**src/hdl/asx_pkg.sv**
```systemverilog
package asx_pkg;

    // ------------------------------------------------------------
    // operand widths and ranges
    // ------------------------------------------------------------
    localparam int unsigned ASX_DATA_W    = 8;               // datapath width
    localparam int unsigned ASX_ADDR_W    = 7;               // file register address width
    localparam logic [6:0]  ASX_ADDR_MAX  = 7'h7f;           // highest file register address
    localparam int unsigned ASX_NIB_LO    = 0;               // low nibble position
    localparam int unsigned ASX_NIB_HI    = 4;               // high nibble position

    // ------------------------------------------------------------
    // destination select codes
    // ------------------------------------------------------------
    localparam logic        ASX_DEST_ACC  = 1'b0;            // result to accumulator
    localparam logic        ASX_DEST_REG  = 1'b1;            // result back to file register

    // ------------------------------------------------------------
    // reset values
    // ------------------------------------------------------------
    localparam logic [7:0]  ASX_ACC_RST   = 8'h00;           // accumulator after reset
    localparam logic [7:0]  ASX_ZERO      = 8'h00;           // null result pattern
    localparam logic        ASX_FLAG_RST  = 1'b0;            // flags after reset
    localparam logic [6:0]  ASX_ADDR_RST  = 7'h00;           // write-back address after reset

    // ------------------------------------------------------------
    // operation codes
    // ------------------------------------------------------------
    typedef enum logic [2:0] {
        ASX_OP_NONE    = 3'h0,                               // idle, nothing changes
        ASX_OP_LIT_SUB = 3'h1,                               // literal_minus_acc_op
        ASX_OP_REG_SUB = 3'h2,                               // reg_minus_acc_op
        ASX_OP_SWAP    = 3'h3,                               // nibble_exchange_op
        ASX_OP_REG_XOR = 3'h4,                               // reg_exclusive_or_op
        ASX_OP_LIT_XOR = 3'h5                                // literal_exclusive_or_op
    } asx_op_t;

endpackage

```
**src/hdl/asx_alu.sv**
```systemverilog
`timescale 1ns/1ps

// Behaviour
// - literal minus accumulator into accumulator, all flags
// - register minus accumulator, all flags, address 0..127
// - destination bit: 0 accumulator, 1 file register
// - swap nibbles, no flag changes
// - register xor accumulator, only zero flag
// - literal xor accumulator into accumulator, zero flag
module asx_alu
    import asx_pkg::*;
(
    // clock and reset
    input  wire logic       ref_clk_i,
    input  wire logic       rst_i,
    // instruction from the decoder
    input  wire logic       op_valid_i,     // one-cycle execute strobe
    input  wire logic [2:0] op_code_i,      // asx_op_t code
    input  wire logic [7:0] literal_i,      // eight-bit literal k
    input  wire logic [6:0] reg_addr_i,     // file register address
    input  wire logic       dest_i,         // destination select
    // file register read port (same clock domain)
    input  wire logic [7:0] reg_rdata_i,    // contents of addressed register
    // file register write-back
    output logic            reg_we_o,       // one-cycle write strobe
    output logic      [6:0] reg_waddr_o,    // write address
    output logic      [7:0] reg_wdata_o,    // write data
    // architectural state
    output logic      [7:0] acc_o,          // accumulator
    output logic            carry_o,        // carry / not-borrow
    output logic            nibble_carry_flag_o,
    output logic            zero_o          // result-null flag
);

    // ------------------------------------------------------------
    // state registers
    // ------------------------------------------------------------
    logic [7:0] acc_reg,   acc_next;        // accumulator
    logic       carry_reg, carry_next;      // carry flag
    logic       nc_reg,    nc_next;         // nibble carry flag
    logic       z_reg,     z_next;          // zero flag
    logic       we_reg,    we_next;         // write-back strobe
    logic [6:0] wa_reg,    wa_next;         // write-back address
    logic [7:0] wd_reg,    wd_next;         // write-back data

    // ------------------------------------------------------------
    // shared subtractor
    // ------------------------------------------------------------
    logic       is_lit_sub;                 // literal form selects k as minuend
    logic [7:0] minuend;                    // k or f
    logic [7:0] diff;                       // minuend - acc
    logic       sub_c;                      // no borrow out of bit 7
    logic       sub_nc;                     // no borrow out of bit 3
    asx_op_t    op;                         // decoded operation

    assign op         = asx_op_t'(op_code_i);
    assign is_lit_sub = (op == ASX_OP_LIT_SUB);
    assign minuend    = is_lit_sub ? literal_i : reg_rdata_i;

    // one subtractor serves both forms, saving an 8-bit adder
    asx_sub u_sub (
        .minuend_i   (minuend),
        .subtrahend_i(acc_reg),
        .diff_o      (diff),
        .carry_o     (sub_c),
        .nib_carry_o (sub_nc)
    );

    // zero test used by every flag-updating operation
    function automatic logic is_null(input logic [7:0] v);
        return v == ASX_ZERO;
    endfunction

    // ------------------------------------------------------------
    // next-state logic
    // ------------------------------------------------------------
    always_comb begin
        logic [7:0] res;                    // operation result
        logic       to_reg;                 // route to file register
        res        = ASX_ZERO;
        to_reg     = 1'b0;
        acc_next   = acc_reg;
        carry_next = carry_reg;
        nc_next    = nc_reg;
        z_next     = z_reg;
        we_next    = 1'b0;
        wa_next    = wa_reg;
        wd_next    = wd_reg;
        if (op_valid_i) begin
            unique case (op)
                ASX_OP_LIT_SUB: begin
                    // literal form always lands in the accumulator
                    acc_next   = diff;
                    carry_next = sub_c;
                    nc_next    = sub_nc;
                    z_next     = is_null(diff);
                end
                ASX_OP_REG_SUB: begin
                    res        = diff;
                    to_reg     = (dest_i == ASX_DEST_REG);
                    carry_next = sub_c;
                    nc_next    = sub_nc;
                    z_next     = is_null(diff);
                end
                ASX_OP_SWAP: begin
                    // flags deliberately untouched
                    res    = {reg_rdata_i[ASX_NIB_LO +: 4],
                              reg_rdata_i[ASX_NIB_HI +: 4]};
                    to_reg = (dest_i == ASX_DEST_REG);
                end
                ASX_OP_REG_XOR: begin
                    res    = acc_reg ^ reg_rdata_i;
                    to_reg = (dest_i == ASX_DEST_REG);
                    z_next = is_null(res);
                end
                ASX_OP_LIT_XOR: begin
                    acc_next = acc_reg ^ literal_i;
                    z_next   = is_null(acc_next);
                end
                default: begin
                    // unknown or idle code: nothing changes
                end
            endcase
            // register-operand forms are routed by the destination bit
            if (op == ASX_OP_REG_SUB || op == ASX_OP_SWAP || op == ASX_OP_REG_XOR) begin
                if (to_reg) begin
                    we_next = 1'b1;
                    wa_next = reg_addr_i;
                    wd_next = res;
                end else begin
                    acc_next = res;
                end
            end
        end
    end

    // ------------------------------------------------------------
    // registers
    // ------------------------------------------------------------
    always_ff @(posedge ref_clk_i) begin
        if (rst_i) begin
            acc_reg   <= ASX_ACC_RST;
            carry_reg <= ASX_FLAG_RST;
            nc_reg    <= ASX_FLAG_RST;
            z_reg     <= ASX_FLAG_RST;
            we_reg    <= 1'b0;
            wa_reg    <= ASX_ADDR_RST;
            wd_reg    <= ASX_ZERO;
        end else begin
            acc_reg   <= acc_next;
            carry_reg <= carry_next;
            nc_reg    <= nc_next;
            z_reg     <= z_next;
            we_reg    <= we_next;
            wa_reg    <= wa_next;
            wd_reg    <= wd_next;
        end
    end

    // outputs straight from flip-flops
    assign acc_o               = acc_reg;
    assign carry_o             = carry_reg;
    assign nibble_carry_flag_o = nc_reg;
    assign zero_o              = z_reg;
    assign reg_we_o            = we_reg;
    assign reg_waddr_o         = wa_reg;
    assign reg_wdata_o         = wd_reg;
endmodule // asx_alu

```
**src/hdl/asx_sub.sv**
```systemverilog
`timescale 1ns/1ps

// ----------------------------------------------------------------
// two's complement subtractor: minuend - subtrahend
// carry high means no borrow out of bit 7, nibble carry no borrow
// out of bit 3
// ----------------------------------------------------------------
module asx_sub
    import asx_pkg::*;
(
    // operands
    input  wire logic [7:0] minuend_i,
    input  wire logic [7:0] subtrahend_i,
    // results
    output logic      [7:0] diff_o,
    output logic            carry_o,
    output logic            nib_carry_o
);
    logic [8:0] full_sum;    // minuend + ~subtrahend + 1
    logic [4:0] nib_sum;     // same for the low nibble

    // add the inverted subtrahend so carries mean "no borrow"
    always_comb begin
        full_sum    = {1'b0, minuend_i} + {1'b0, ~subtrahend_i} + 9'h001;
        nib_sum     = {1'b0, minuend_i[3:0]} + {1'b0, ~subtrahend_i[3:0]} + 5'h01;
        diff_o      = full_sum[7:0];
        carry_o     = full_sum[8];
        nib_carry_o = nib_sum[4];
    end
endmodule // asx_sub
```
**config.mk**
```make
export PLATFORM = sky130hd
export DESIGN_NAME = asx_alu
export DESIGN_NICKNAME = d
export VERILOG_FILES = /design/src/hdl/asx_pkg.sv /design/src/hdl/asx_alu.sv /design/src/hdl/asx_sub.sv
export SDC_FILE = /design/constraint.sdc
export NUM_CORES = 1
export LEC_CHECK = 0
export ABC_AREA = 1
export ABC_CLOCK_PERIOD_IN_PS = 2830
export CORE_MARGIN = 1
export CORE_UTILIZATION = 46
export CTS_CLUSTER_DIAMETER = 80
export DETAILED_ROUTE_END_ITERATION = 12
export DONT_BUFFER_PORTS = 1
export GPL_TIMING_DRIVEN = 0
export PLACE_DENSITY_LB_ADDON = 0.3
export SYNTH_ARGS = -nofsm -noshare
export SYNTH_HDL_FRONTEND = slang
export SYNTH_SLANG_ARGS = --single-unit
```
**constraint.sdc**
```tcl
create_clock -name ref_clk_i -period 2.83 [get_ports ref_clk_i]
set_input_delay 0.1415 -clock ref_clk_i [delete_from_list [all_inputs] [get_ports ref_clk_i]]
set_output_delay 0.1415 -clock ref_clk_i [all_outputs]
set_load 0.02 [all_outputs]
```
==> results_dict.tcl, run 1 <==
set metrics [dict create \
    run_status "completed" \
    vias_per_cell 5.547 \
    dp_worst_setup_slack_ps 206.6 \
    post_synthesis_cell_area_um2 2063 \
    nNetsFinal 364 \
    initial_drc_count 130 \
    layout_worst_path_cycle_share 0.8474 \
    overall_via_count_from_detail_route 2069 \
    antenna-diode-count 0 \
    post-route-drc-count 0 \
    placeableCoreArea_um2 4144 \
    grt_setup_unrepaired "false" \
    met3RoutedLength_um 373 \
    port_buffers 0 \
    synthesis.nets 359 \
    dp_hpwl_um 4731 \
    final_core_util 0.5242 \
    worst_ir_drop_vdd_v 0.0002267 \
    pwr_density_cell_nw_per_um2 444.2 \
    dpl.cell_count 369 \
    area_fraction_of_the_dominant_cell_type_after_synthesis 0.2620 \
    finClkSkew_ps 5.895 \
    start_kind "input pin" \
    yosysWarnings 0 \
    initial_utilization 0.4979 \
    wire_per_inst_um 15.47 \
    final_area_um2 2172 \
    highest_layer "met4" \
    gp_congestion 0.9864 \
    clock_root_buffer "clkbuf_8" \
    grt_remaining_overflow 0 \
    crit_path_end_kind "flip-flop" \
    synthToLayoutAreaGrowth_pct 5.276 \
    synth_largest_area_cell "dfxtp_1" \
    count_of_flip_flops_with_a_built_in_enable_after_synthesis 0 \
    clock_tree_from_tritoncts "done" \
    setup-tns-final_ps 0 \
    number_of_antenna_violations_at_the_first_check_in_global_routing 0 \
    finalNonFillerCells 373 \
    timing.critical_path.fanout_max 10 \
    post-route-min-period_ps 2398 \
    cp_data_required_time_ps 3040 \
    area_of_the_die_um2 4757 \
    row_count 23 \
    grt_use_total 0.2555 \
    synth-seq-area-share 0.2620 \
    cts_repair_resize_count 0 \
    drt.antenna.violating_nets 0 \
    met1_length_um 2703 \
    worstSkewPairLatency_ps 270 \
    synthArstFlopShare 0 \
    synth-main-ff-cell "dfxtp_1" \
    die_w_um 68.97 \
    cap_viol_max_count 0 \
    achievable-frequency_mhz 417.0 \
    timing.final.hold_violations 0 \
    leakagePower_nw 1.019 \
    hold_crit_class "input pin to flip-flop" \
    post_synth.cell_area_avg_um2 6.468 \
    number_of_global_route_vias_before_repair 1860 \
    clock_sink_count 27 \
    holdWs_ps 38.30 \
    syn-instance-count 319 \
    cts_made_buffers 3 \
    layout_cell_share_with_drive_strength_beyond_1 0.04954 \
    setup-violations-final 0 \
    dieHeight_um 68.97 \
    post_cts_hold_buffer_count 0 \
    worst-endpoint-arrival_ps 2610 \
    synth_cell_type_count 32 \
    worstSetupPathType "input pin to flip-flop" \
    ys_seq_elements 27 \
    drv_slew 0 \
    detailedRoute.firstPassIterationCount 5 \
    filler_cell_count 442 \
    number_of_buffers_added_for_setup_after_cts 0 \
    route.final.wire_length_um 5769 \
    grt_max_degree 16 \
    synthTopCellsByArea "dfxtp_1 26%, nand2_1 12%, inv_1 8.2%" \
    met2WireLength_um 2629 \
    io-pin-count 57 \
    cts_max_path_buffers 2 \
    final_critical_path_setup_slack_ps 431.9 \
    grt_pass1_wl_um 8804 \
    power_mw 0.9648 \
    worstMarginPinSlew_ps 448.1 \
    max_slew_margin 0.7009 \
    clk_pin_slew_ps 90 \
    cts.htree.levels 1 \
    dpl-instance-area_um2 2126 \
]
==> layer usage <==
metal | GRT usage | vias up
met4 | 0.03827 | 0
met2 | 0.4138 | 75
li1 | - | 1047
met3 | 0.05428 | 6
met5 | 0 | -
met1 | 0.3510 | 941
==> cell families (layout without fill, tap and decap cells) <==
kind of cell               Yosys count  in the layout  synth area share
muxes                                1              1          0.004852
AOI/OAI and AO/OA                   63             63            0.1765
buffers and inverters               54             58            0.1067
DFF                                 27             27            0.2620
and+or+nand+nor                    143            143            0.2965
adders and majority gates           10             10           0.06428
xor gates and xnor gates            21             21           0.08915
==> registers in the layout, indices dropped and copies added, names as in the netlist <==
register and cells:
zero_o 1, acc_o 8, reg_we_o 1, nibble_carry_flag_o 1, reg_waddr_o 7, carry_o 1
reg_wdata_o 8
==> final cells by class <==
cell class,instances,area [um2],share of cell area
multi-input cells,238,1303,0.5997
clock inverters,1,5.005,0.002304
flip-flops and latches,27,540.5,0.2488
inverters,46,172.7,0.07949
clock buffers,3,41.29,0.01901
plain buffers,8,47.55,0.02189
well taps,50,62.56,0.02880
==> placed cells by master (no fill, tap or decap) <==
cell type  synthesis  routed
xnor2_1            9       9
clkbuf_1           4       4
nand2_2            1       1
nor2_4             1       1
o21ai_1            2       2
a31oi_1            1       1
nand3b_1           1       1
inv_2              1       1
and2_1             1       1
o221ai_1           1       1
buf_2              2       2
a22oi_1            4       4
o211ai_1           6       6
nand3_2            1       1
ha_1               9       9
a21oi_1           19      19
nand3_1           33      33
clkbuf_8           0       3
o22ai_1            6       6
o211ai_2           1       1
mux2i_1            1       1
xor2_1            12      12
nand4_1            1       1
buf_6              2       2
inv_1             45      45
fa_1               1       1
nor3_1             3       3
clkinv_2           0       1
nand2_1           66      66
o21ai_0           22      22
nor2_2             2       2
a21oi_2            1       1
dfxtp_1           27      27
nor2_1            33      33
==> power by group <==
group	leakage (nW)	internal [mW]	total [mW]	switching [mW]
Clock	0.0255	0.0984	0.212	0.114
Combinational	0.774	0.112	0.301	0.190
Sequential	0.220	0.401	0.451	0.0504
Total	1.02	0.611	0.965	0.354
==> path summary, 6_finish.rpt <==
check / from / end / slack (ps) / depth (start not counted)
max: op_code_i[0] / zero_o / 430 / 17
min reg2reg: reg_waddr_o[1] / reg_waddr_o[1] / 590 / 2
max reg2reg: acc_o[0] / zero_o / 560 / 10
min: reg_addr_i[1] / reg_waddr_o[1] / 40 / 2
==> cell usage after synthesis (2+ instances only) <==
cell type,n
xnor2_1,9
nand2_1,66
o21ai_0,22
inv_1,45
buf_2,2
a22oi_1,4
nor3_1,3
nor2_1,33
dfxtp_1,27
clkbuf_1,4
buf_6,2
o211ai_1,6
xor2_1,12
o21ai_1,2
nor2_2,2
o22ai_1,6
a21oi_1,19
ha_1,9
nand3_1,33
==> worst max-delay path, cell delays in order <==
cell      delay (ps)
inv_1             50
nor2_2           260
nand2_1          100
inv_1            180
clkbuf_1         380
nand2_1          100
nand2_1           80
ha_1             290
nand2_1          100
nand2_1           60
inv_1             90
nand2_1          100
xnor2_1          220
nand3_1          150
nor2_1           110
nand3_1           80
a21oi_1          120
Power figures use the tool's default switching activity.
==> run 2, diff against run 1 <==
--- a/config.mk
+++ b/config.mk
@@ -5,8 +5,8 @@
 export SDC_FILE = /design/constraint.sdc
 export NUM_CORES = 1
 export LEC_CHECK = 0
-export ABC_AREA = 1
-export ABC_CLOCK_PERIOD_IN_PS = 2830
+export ABC_AREA = 0
+export ABC_CLOCK_PERIOD_IN_PS = 2050
 export CORE_MARGIN = 1
 export CORE_UTILIZATION = 46
 export CTS_CLUSTER_DIAMETER = 80
==> constraint.sdc (replaced) <==
create_clock -name ref_clk_i -period 2.05 [get_ports ref_clk_i]
set_input_delay 0.1025 -clock ref_clk_i [delete_from_list [all_inputs] [get_ports ref_clk_i]]
set_output_delay 0.1025 -clock ref_clk_i [all_outputs]
set_load 0.02 [all_outputs]
==> results_dict.tcl, run 2 <==
set metrics [dict create \
    initial_drc_count 158 \
    worst_r2r_start "acc_o[2]" \
    worstSetupPathType "input pin to flip-flop" \
    cap_viol_max_count 0 \
    antenna-diode-count 0 \
    synth_largest_area_cell "dfxtp_1" \
    cp_num_cells 14 \
    overall_via_count_from_detail_route 2334 \
    finClkSkew_ps 6.666 \
    run_status "finished with violations" \
    placeableCoreArea_um2 4474 \
    pwr_density_cell_nw_per_um2 553.2 \
    final_common_cell "nand2_1" \
    drt.antenna.violating_nets 0 \
    area_fraction_of_the_dominant_cell_type_after_synthesis 0.2469 \
    number_of_global_route_vias_before_repair 2236 \
    wire_per_inst_um 19.22 \
    highest_count_cells_in_the_layout_ignoring_fill_and_taps "30 x nand2_1, 28 x nor2_1, 24 x dfxtp_1" \
    violations "design-rule violations, negative setup slack" \
    drv_slew 0 \
    clock_tree_from_tritoncts "done" \
    clock_sink_count 27 \
    vias_per_cell 6.308 \
    syn-instance-count 288 \
    row_count 24 \
    synth-main-ff-cell "dfxtp_1" \
    cpLargestDelayFamily "compound AO/OA/AOI/OAI gates" \
    grt_remaining_overflow 0 \
    number_of_antenna_violations_at_the_first_check_in_global_routing 0 \
    crit_path_end_kind "flip-flop" \
    synth_commonest_cells "32 x nor2_1, 30 x nand2_1, 27 x dfxtp_1" \
    post_synthesis_cell_area_um2 2190 \
    final_critical_path_setup_slack_ps -397.0 \
    gp_congestion 0.9613 \
    max_slew_margin 0.6133 \
    clock_root_buffer "clkbuf_8" \
    count_of_flip_flops_with_a_built_in_enable_after_synthesis 0 \
    die_w_um 70.99 \
    clk_pin_slew_ps 80 \
    layout_cell_share_with_drive_strength_beyond_1 0.2799 \
    worst-endpoint-arrival_ps 2590 \
    hold_crit_class "input pin to flip-flop" \
    cts_made_buffers 3 \
    post-route-drc-count 6 \
    ys_seq_elements 27 \
    synth_cell_type_count 49 \
    worstSkewPairLatency_ps 270 \
    initial_utilization 0.4894 \
    final_core_util 0.6298 \
    standard_cell_with_the_maximum_stage_delay_on_the_critical_path "fa_2" \
    area_of_the_die_um2 5040 \
    worst_ir_drop_vdd_v 0.0003701 \
    post_synth.cell_area_avg_um2 7.603 \
    multi_input_comb_area_um2 1782 \
    worstMarginPinSlew_ps 580.1 \
    grt_use_total 0.2857 \
    synth-seq-area-share 0.2469 \
    register_area_um2 544.3 \
    synthesis.nets 328 \
    setup-violations-final 14 \
    filler_cell_count 413 \
    dpl.cell_count 340 \
    crit_buf_inv 3 \
    post-route-min-period_ps 2447 \
    dieHeight_um 70.99 \
    synth_most_common_cell "nor2_1" \
    grt_pass1_wl_um 11090 \
    synthTopCellsByArea "dfxtp_1 25%, nor2_1 5.5%, a21oi_1 5.3%" \
    achievable-frequency_mhz 408.7 \
    timing.final.hold_violations 0 \
    leakagePower_nw 1.024 \
    cp_data_required_time_ps 2190 \
    port_buffers 0 \
    crit_path_cell_trace "buf_12, nand2b_4, nor2_4, buf_8, mux2i_4, ha_2, inv_2, fa_2, a211oi_4, nor2_2, mux2i_1, o41ai_1, and3_1, o32ai_1" \
    number_of_cells_traversed_by_the_worst_register_to_register_path 8 \
    dp_hpwl_um 5079 \
    detailedRoute.firstPassIterationCount 9 \
    route.final.wire_length_um 7110 \
    grt_max_degree 15 \
    layout_worst_path_cycle_share 1.194 \
    regToRegSetupSlack_ps -380 \
    synthToLayoutAreaGrowth_pct 28.69 \
    grt_setup_unrepaired "true" \
    start_kind "input pin" \
    max_stage_delay_ps 380 \
    worstHoldPathCells 2 \
    io-pin-count 57 \
    reg2reg_to "acc_o[6]" \
    timing.critical_path.fanout_max 4 \
    synthArstFlopShare 0 \
    yosysWarnings 0 \
    endpoint "acc_o[6]" \
    setup.worst_path.start "op_code_i[1]" \
    cts.htree.levels 1 \
    nNetsFinal 359 \
    cts_max_path_buffers 2 \
    finalNonFillerCells 370 \
]
-- run 2: through the flow --
step	worst slack [ps]	total power, mW	hold WS (ps)	setup TNS (ps)	area, um2
after floorplan	-493.1	0.9846	238.5	-4600	2247
after global placement	-962.1	1.089	241.7	-11330	2312
after detailed placement	-952.7	1.097	245.5	-11660	2312
after CTS	-412.2	1.495	61.01	-3781	2701
after global routing	-503.3	1.653	58.00	-5138	2818
final	-397.0	1.559	68.00	-3879	2818
-- run 2: area by class of cell --
type,count,area share
plain buffers,15,0.03863
clock buffers,4,0.01599
inverters,14,0.01865
multi-input cells,232,0.6323
flip-flops and latches,27,0.1932
well taps,52,0.02309
repair buffers,26,0.07815
-- run 2: metal layers --
| metal | wire length, um | GRT usage |
|---|---|---|
| met1 | 2841 | 0.3699 |
| met2 | 3361 | 0.4840 |
| met3 | 769 | 0.07265 |
| met4 | 138 | 0.05556 |
| met5 | 0 | 0 |
-- run 2: worst min-delay path by stage --
stage                     slack (ps)              to          start
after floorplan                  240  reg_waddr_o[0]  reg_addr_i[0]
after global placement           240  reg_waddr_o[3]  reg_addr_i[3]
after detailed placement         250  reg_waddr_o[3]  reg_addr_i[3]
after CTS                         60        acc_o[6]          rst_i
after global routing              60        acc_o[6]          rst_i
final                             70        acc_o[6]          rst_i
-- run 2: kinds of logic (layout without fill, tap and decap cells) --
kind of cell,after synthesis,count (layout),share of synthesized area
AO/OA/AOI/OAI,80,80,0.2440
XOR/XNOR,20,20,0.08000
adder cells (fa/ha/maj),10,10,0.06057
buffers and inverters,29,59,0.06228
flip-flops,27,27,0.2469
multiplexers,12,12,0.05886
AND/OR/NAND/NOR,110,110,0.2474
-- run 2: timing repair --
item	4_1_cts	5_1_grt
endpoints found under the setup margin	17	16
hold buffers	7	0
gates resized for setup	31	23
buffers inserted	18	3
hold endpoints to repair	7	0
pin swaps	18	17
-- run 2: worst register-to-register path: stages (launching register included) --
cell and delay (ps):
dfxtp_1 640, inv_1 170, ha_4 310, a211oi_4 300, nor2_2 90, mux2i_1 130
o41ai_1 310, and3_1 260, o32ai_1 100
-- run 2: report_power, final --
part	switching [mW]	internal, mW
clock network	0.150	0.139
logic	0.358	0.298
registers	0.0635	0.550
==> run 3, diff against run 2 <==
--- a/config.mk
+++ b/config.mk
@@ -13,7 +13,6 @@
 export DETAILED_ROUTE_END_ITERATION = 12
 export DONT_BUFFER_PORTS = 1
 export GPL_TIMING_DRIVEN = 0
-export PLACE_DENSITY_LB_ADDON = 0.3
 export SYNTH_ARGS = -nofsm -noshare
 export SYNTH_HDL_FRONTEND = slang
 export SYNTH_SLANG_ARGS = --single-unit
==> results_dict.tcl, run 3 (synthesized netlist as in run 2, its figures left out) <==
set metrics [dict create \
    worstSetupPathType "input pin to flip-flop" \
    worstMarginPinSlew_ps 660.1 \
    clk_pin_slew_ps 90 \
    max_stage_delay_ps 370 \
    dp_hpwl_um 5155 \
    run_status "finished with violations" \
    grt_max_degree 16 \
    port_buffers 0 \
    cts_max_path_buffers 2 \
    start_kind "input pin" \
    initial_utilization 0.4894 \
    finClkSkew_ps 5.724 \
    worstHoldPathCells 3 \
    final_critical_path_setup_slack_ps -441.2 \
    multi_input_comb_area_um2 1877 \
    cap_viol_max_count 0 \
    placeableCoreArea_um2 4474 \
    dieHeight_um 70.99 \
    setup-violations-final 13 \
    filler_cell_count 377 \
    die_w_um 70.99 \
    highest_count_cells_in_the_layout_ignoring_fill_and_taps "29 x nand2_1, 28 x nor2_1, 25 x buf_4" \
    cp_data_required_time_ps 2200 \
    standard_cell_with_the_maximum_stage_delay_on_the_critical_path "fa_2" \
    register_area_um2 546.8 \
    clock_root_buffer "clkbuf_8" \
    number_of_global_route_vias_before_repair 2252 \
    post-route-drc-count 2 \
    worst_ir_drop_vdd_v 0.0003524 \
    pwr_density_cell_nw_per_um2 561.6 \
    timing.critical_path.fanout_max 4 \
    max_slew_margin 0.5599 \
    finalNonFillerCells 373 \
    grt_setup_unrepaired "true" \
    antenna-diode-count 0 \
    route.final.wire_length_um 7235 \
    leakagePower_nw 1.081 \
    layout_worst_path_cycle_share 1.215 \
    final_common_cell "nand2_1" \
    violations "design-rule violations, negative setup slack" \
    clock_sink_count 27 \
    grt_pass1_wl_um 11560 \
    worst-endpoint-arrival_ps 2650 \
    grt_use_total 0.2932 \
    achievable-frequency_mhz 401.4 \
    layout_cell_share_with_drive_strength_beyond_1 0.3302 \
    clock_tree_from_tritoncts "done" \
    gp_congestion 0.9174 \
    wire_per_inst_um 19.40 \
    setup-tns-final_ps -3426 \
    row_count 24 \
    worstSkewPairLatency_ps 280 \
    grt_remaining_overflow 0 \
    holdWs_ps 80.08 \
    synthToLayoutAreaGrowth_pct 34.40 \
    hold_crit_class "input pin to flip-flop" \
    nNetsFinal 362 \
    drt.antenna.violating_nets 0 \
    crit_path_end_kind "flip-flop" \
    number_of_cells_traversed_by_the_worst_register_to_register_path 10 \
    crit_path_cell_trace "buf_12, nand2b_4, nor2_4, buf_8, mux2i_4, ha_2, inv_2, fa_2, a211oi_4, buf_6, nor2_4, mux2i_1, o41ai_2, and3_1, o32ai_2" \
    timing.final.hold_violations 0 \
    cts.htree.levels 1 \
    initial_drc_count 254 \
    drv_slew 0 \
    vias_per_cell 6.255 \
    overall_via_count_from_detail_route 2333 \
    post-route-min-period_ps 2491 \
    number_of_antenna_violations_at_the_first_check_in_global_routing 0 \
    worst_path_most_repeated_cell "nor2_4" \
    io-pin-count 57 \
    detailedRoute.firstPassIterationCount 8 \
    dpl.cell_count 340 \
    area_of_the_die_um2 5040 \
    cts_made_buffers 3 \
]
run 3: cell types whose count changed in the layout (fill, tap and decap cells not counted), sizes merged:
cell and change:
clkbuf -3, clkinv +1, buf +5
run 3: routing by layer:
metal  wire, um  track usage  vias up
met5          0            0        -
met4        190      0.09111        0
met3        440      0.04701       22
met2       3478       0.4979       92
met1       3126       0.3817     1119
li1           -            -     1100
run 3: final timing paths:
check            startpoint              to  slack (ps)
max            op_code_i[1]        acc_o[6]        -440
min              op_valid_i        acc_o[5]          80
max reg2reg        acc_o[0]        acc_o[6]        -390
min reg2reg  reg_waddr_o[6]  reg_waddr_o[6]         560
run 3: what timing repair did:
action                                  4_1_cts  5_1_grt
endpoints found under the hold margin         7        0
hold buffers                                  7        0
pin swaps                                    26        6
endpoints found under the setup margin       17       15
buffers inserted                             18        5
resized for setup                            41       34
run 3: critical path, delay by kind of cell:
kind | cells | cell delay (ps)
AO/OA/AOI/OAI | 3 | 640
adder cells (fa/ha/maj) | 2 | 580
AND/OR/NAND/NOR | 4 | 540
buffers and inverters | 4 | 420
multiplexers | 2 | 350
run 3: stage by stage:
step           area (um2)    util  worst slack [ps]  power, mW
6_report             2943  0.6577            -441.2      1.653
5_1_grt              2943  0.6577            -508.9      1.748
4_1_cts              2761  0.6172            -429.5      1.557
3_5_place_dp         2312  0.5168             -1034      1.094
3_3_place_gp         2312  0.5168             -1029      1.092
2_1_floorplan        2247       -            -493.1     0.9846
run 3: cell type report:
class	count	area share
Buffer	14	0.03699
Inverter	14	0.01786
Clock inverter	1	0.001701
Timing Repair Buffer	30	0.08376
Tap cell	52	0.02211
Clock buffer	3	0.01403
Multi-Input combinational cell	232	0.6378
Sequential cell	27	0.1858
run 3: report_power, final:
part / total, mW / leakage [nW] / internal (mW) / switching (mW)
logic: 0.732 / 0.833 / 0.342 / 0.390
clock network: 0.307 / 0.0255 / 0.137 / 0.170
registers: 0.614 / 0.222 / 0.551 / 0.0628
total: 1.65 / 1.08 / 1.03 / 0.623
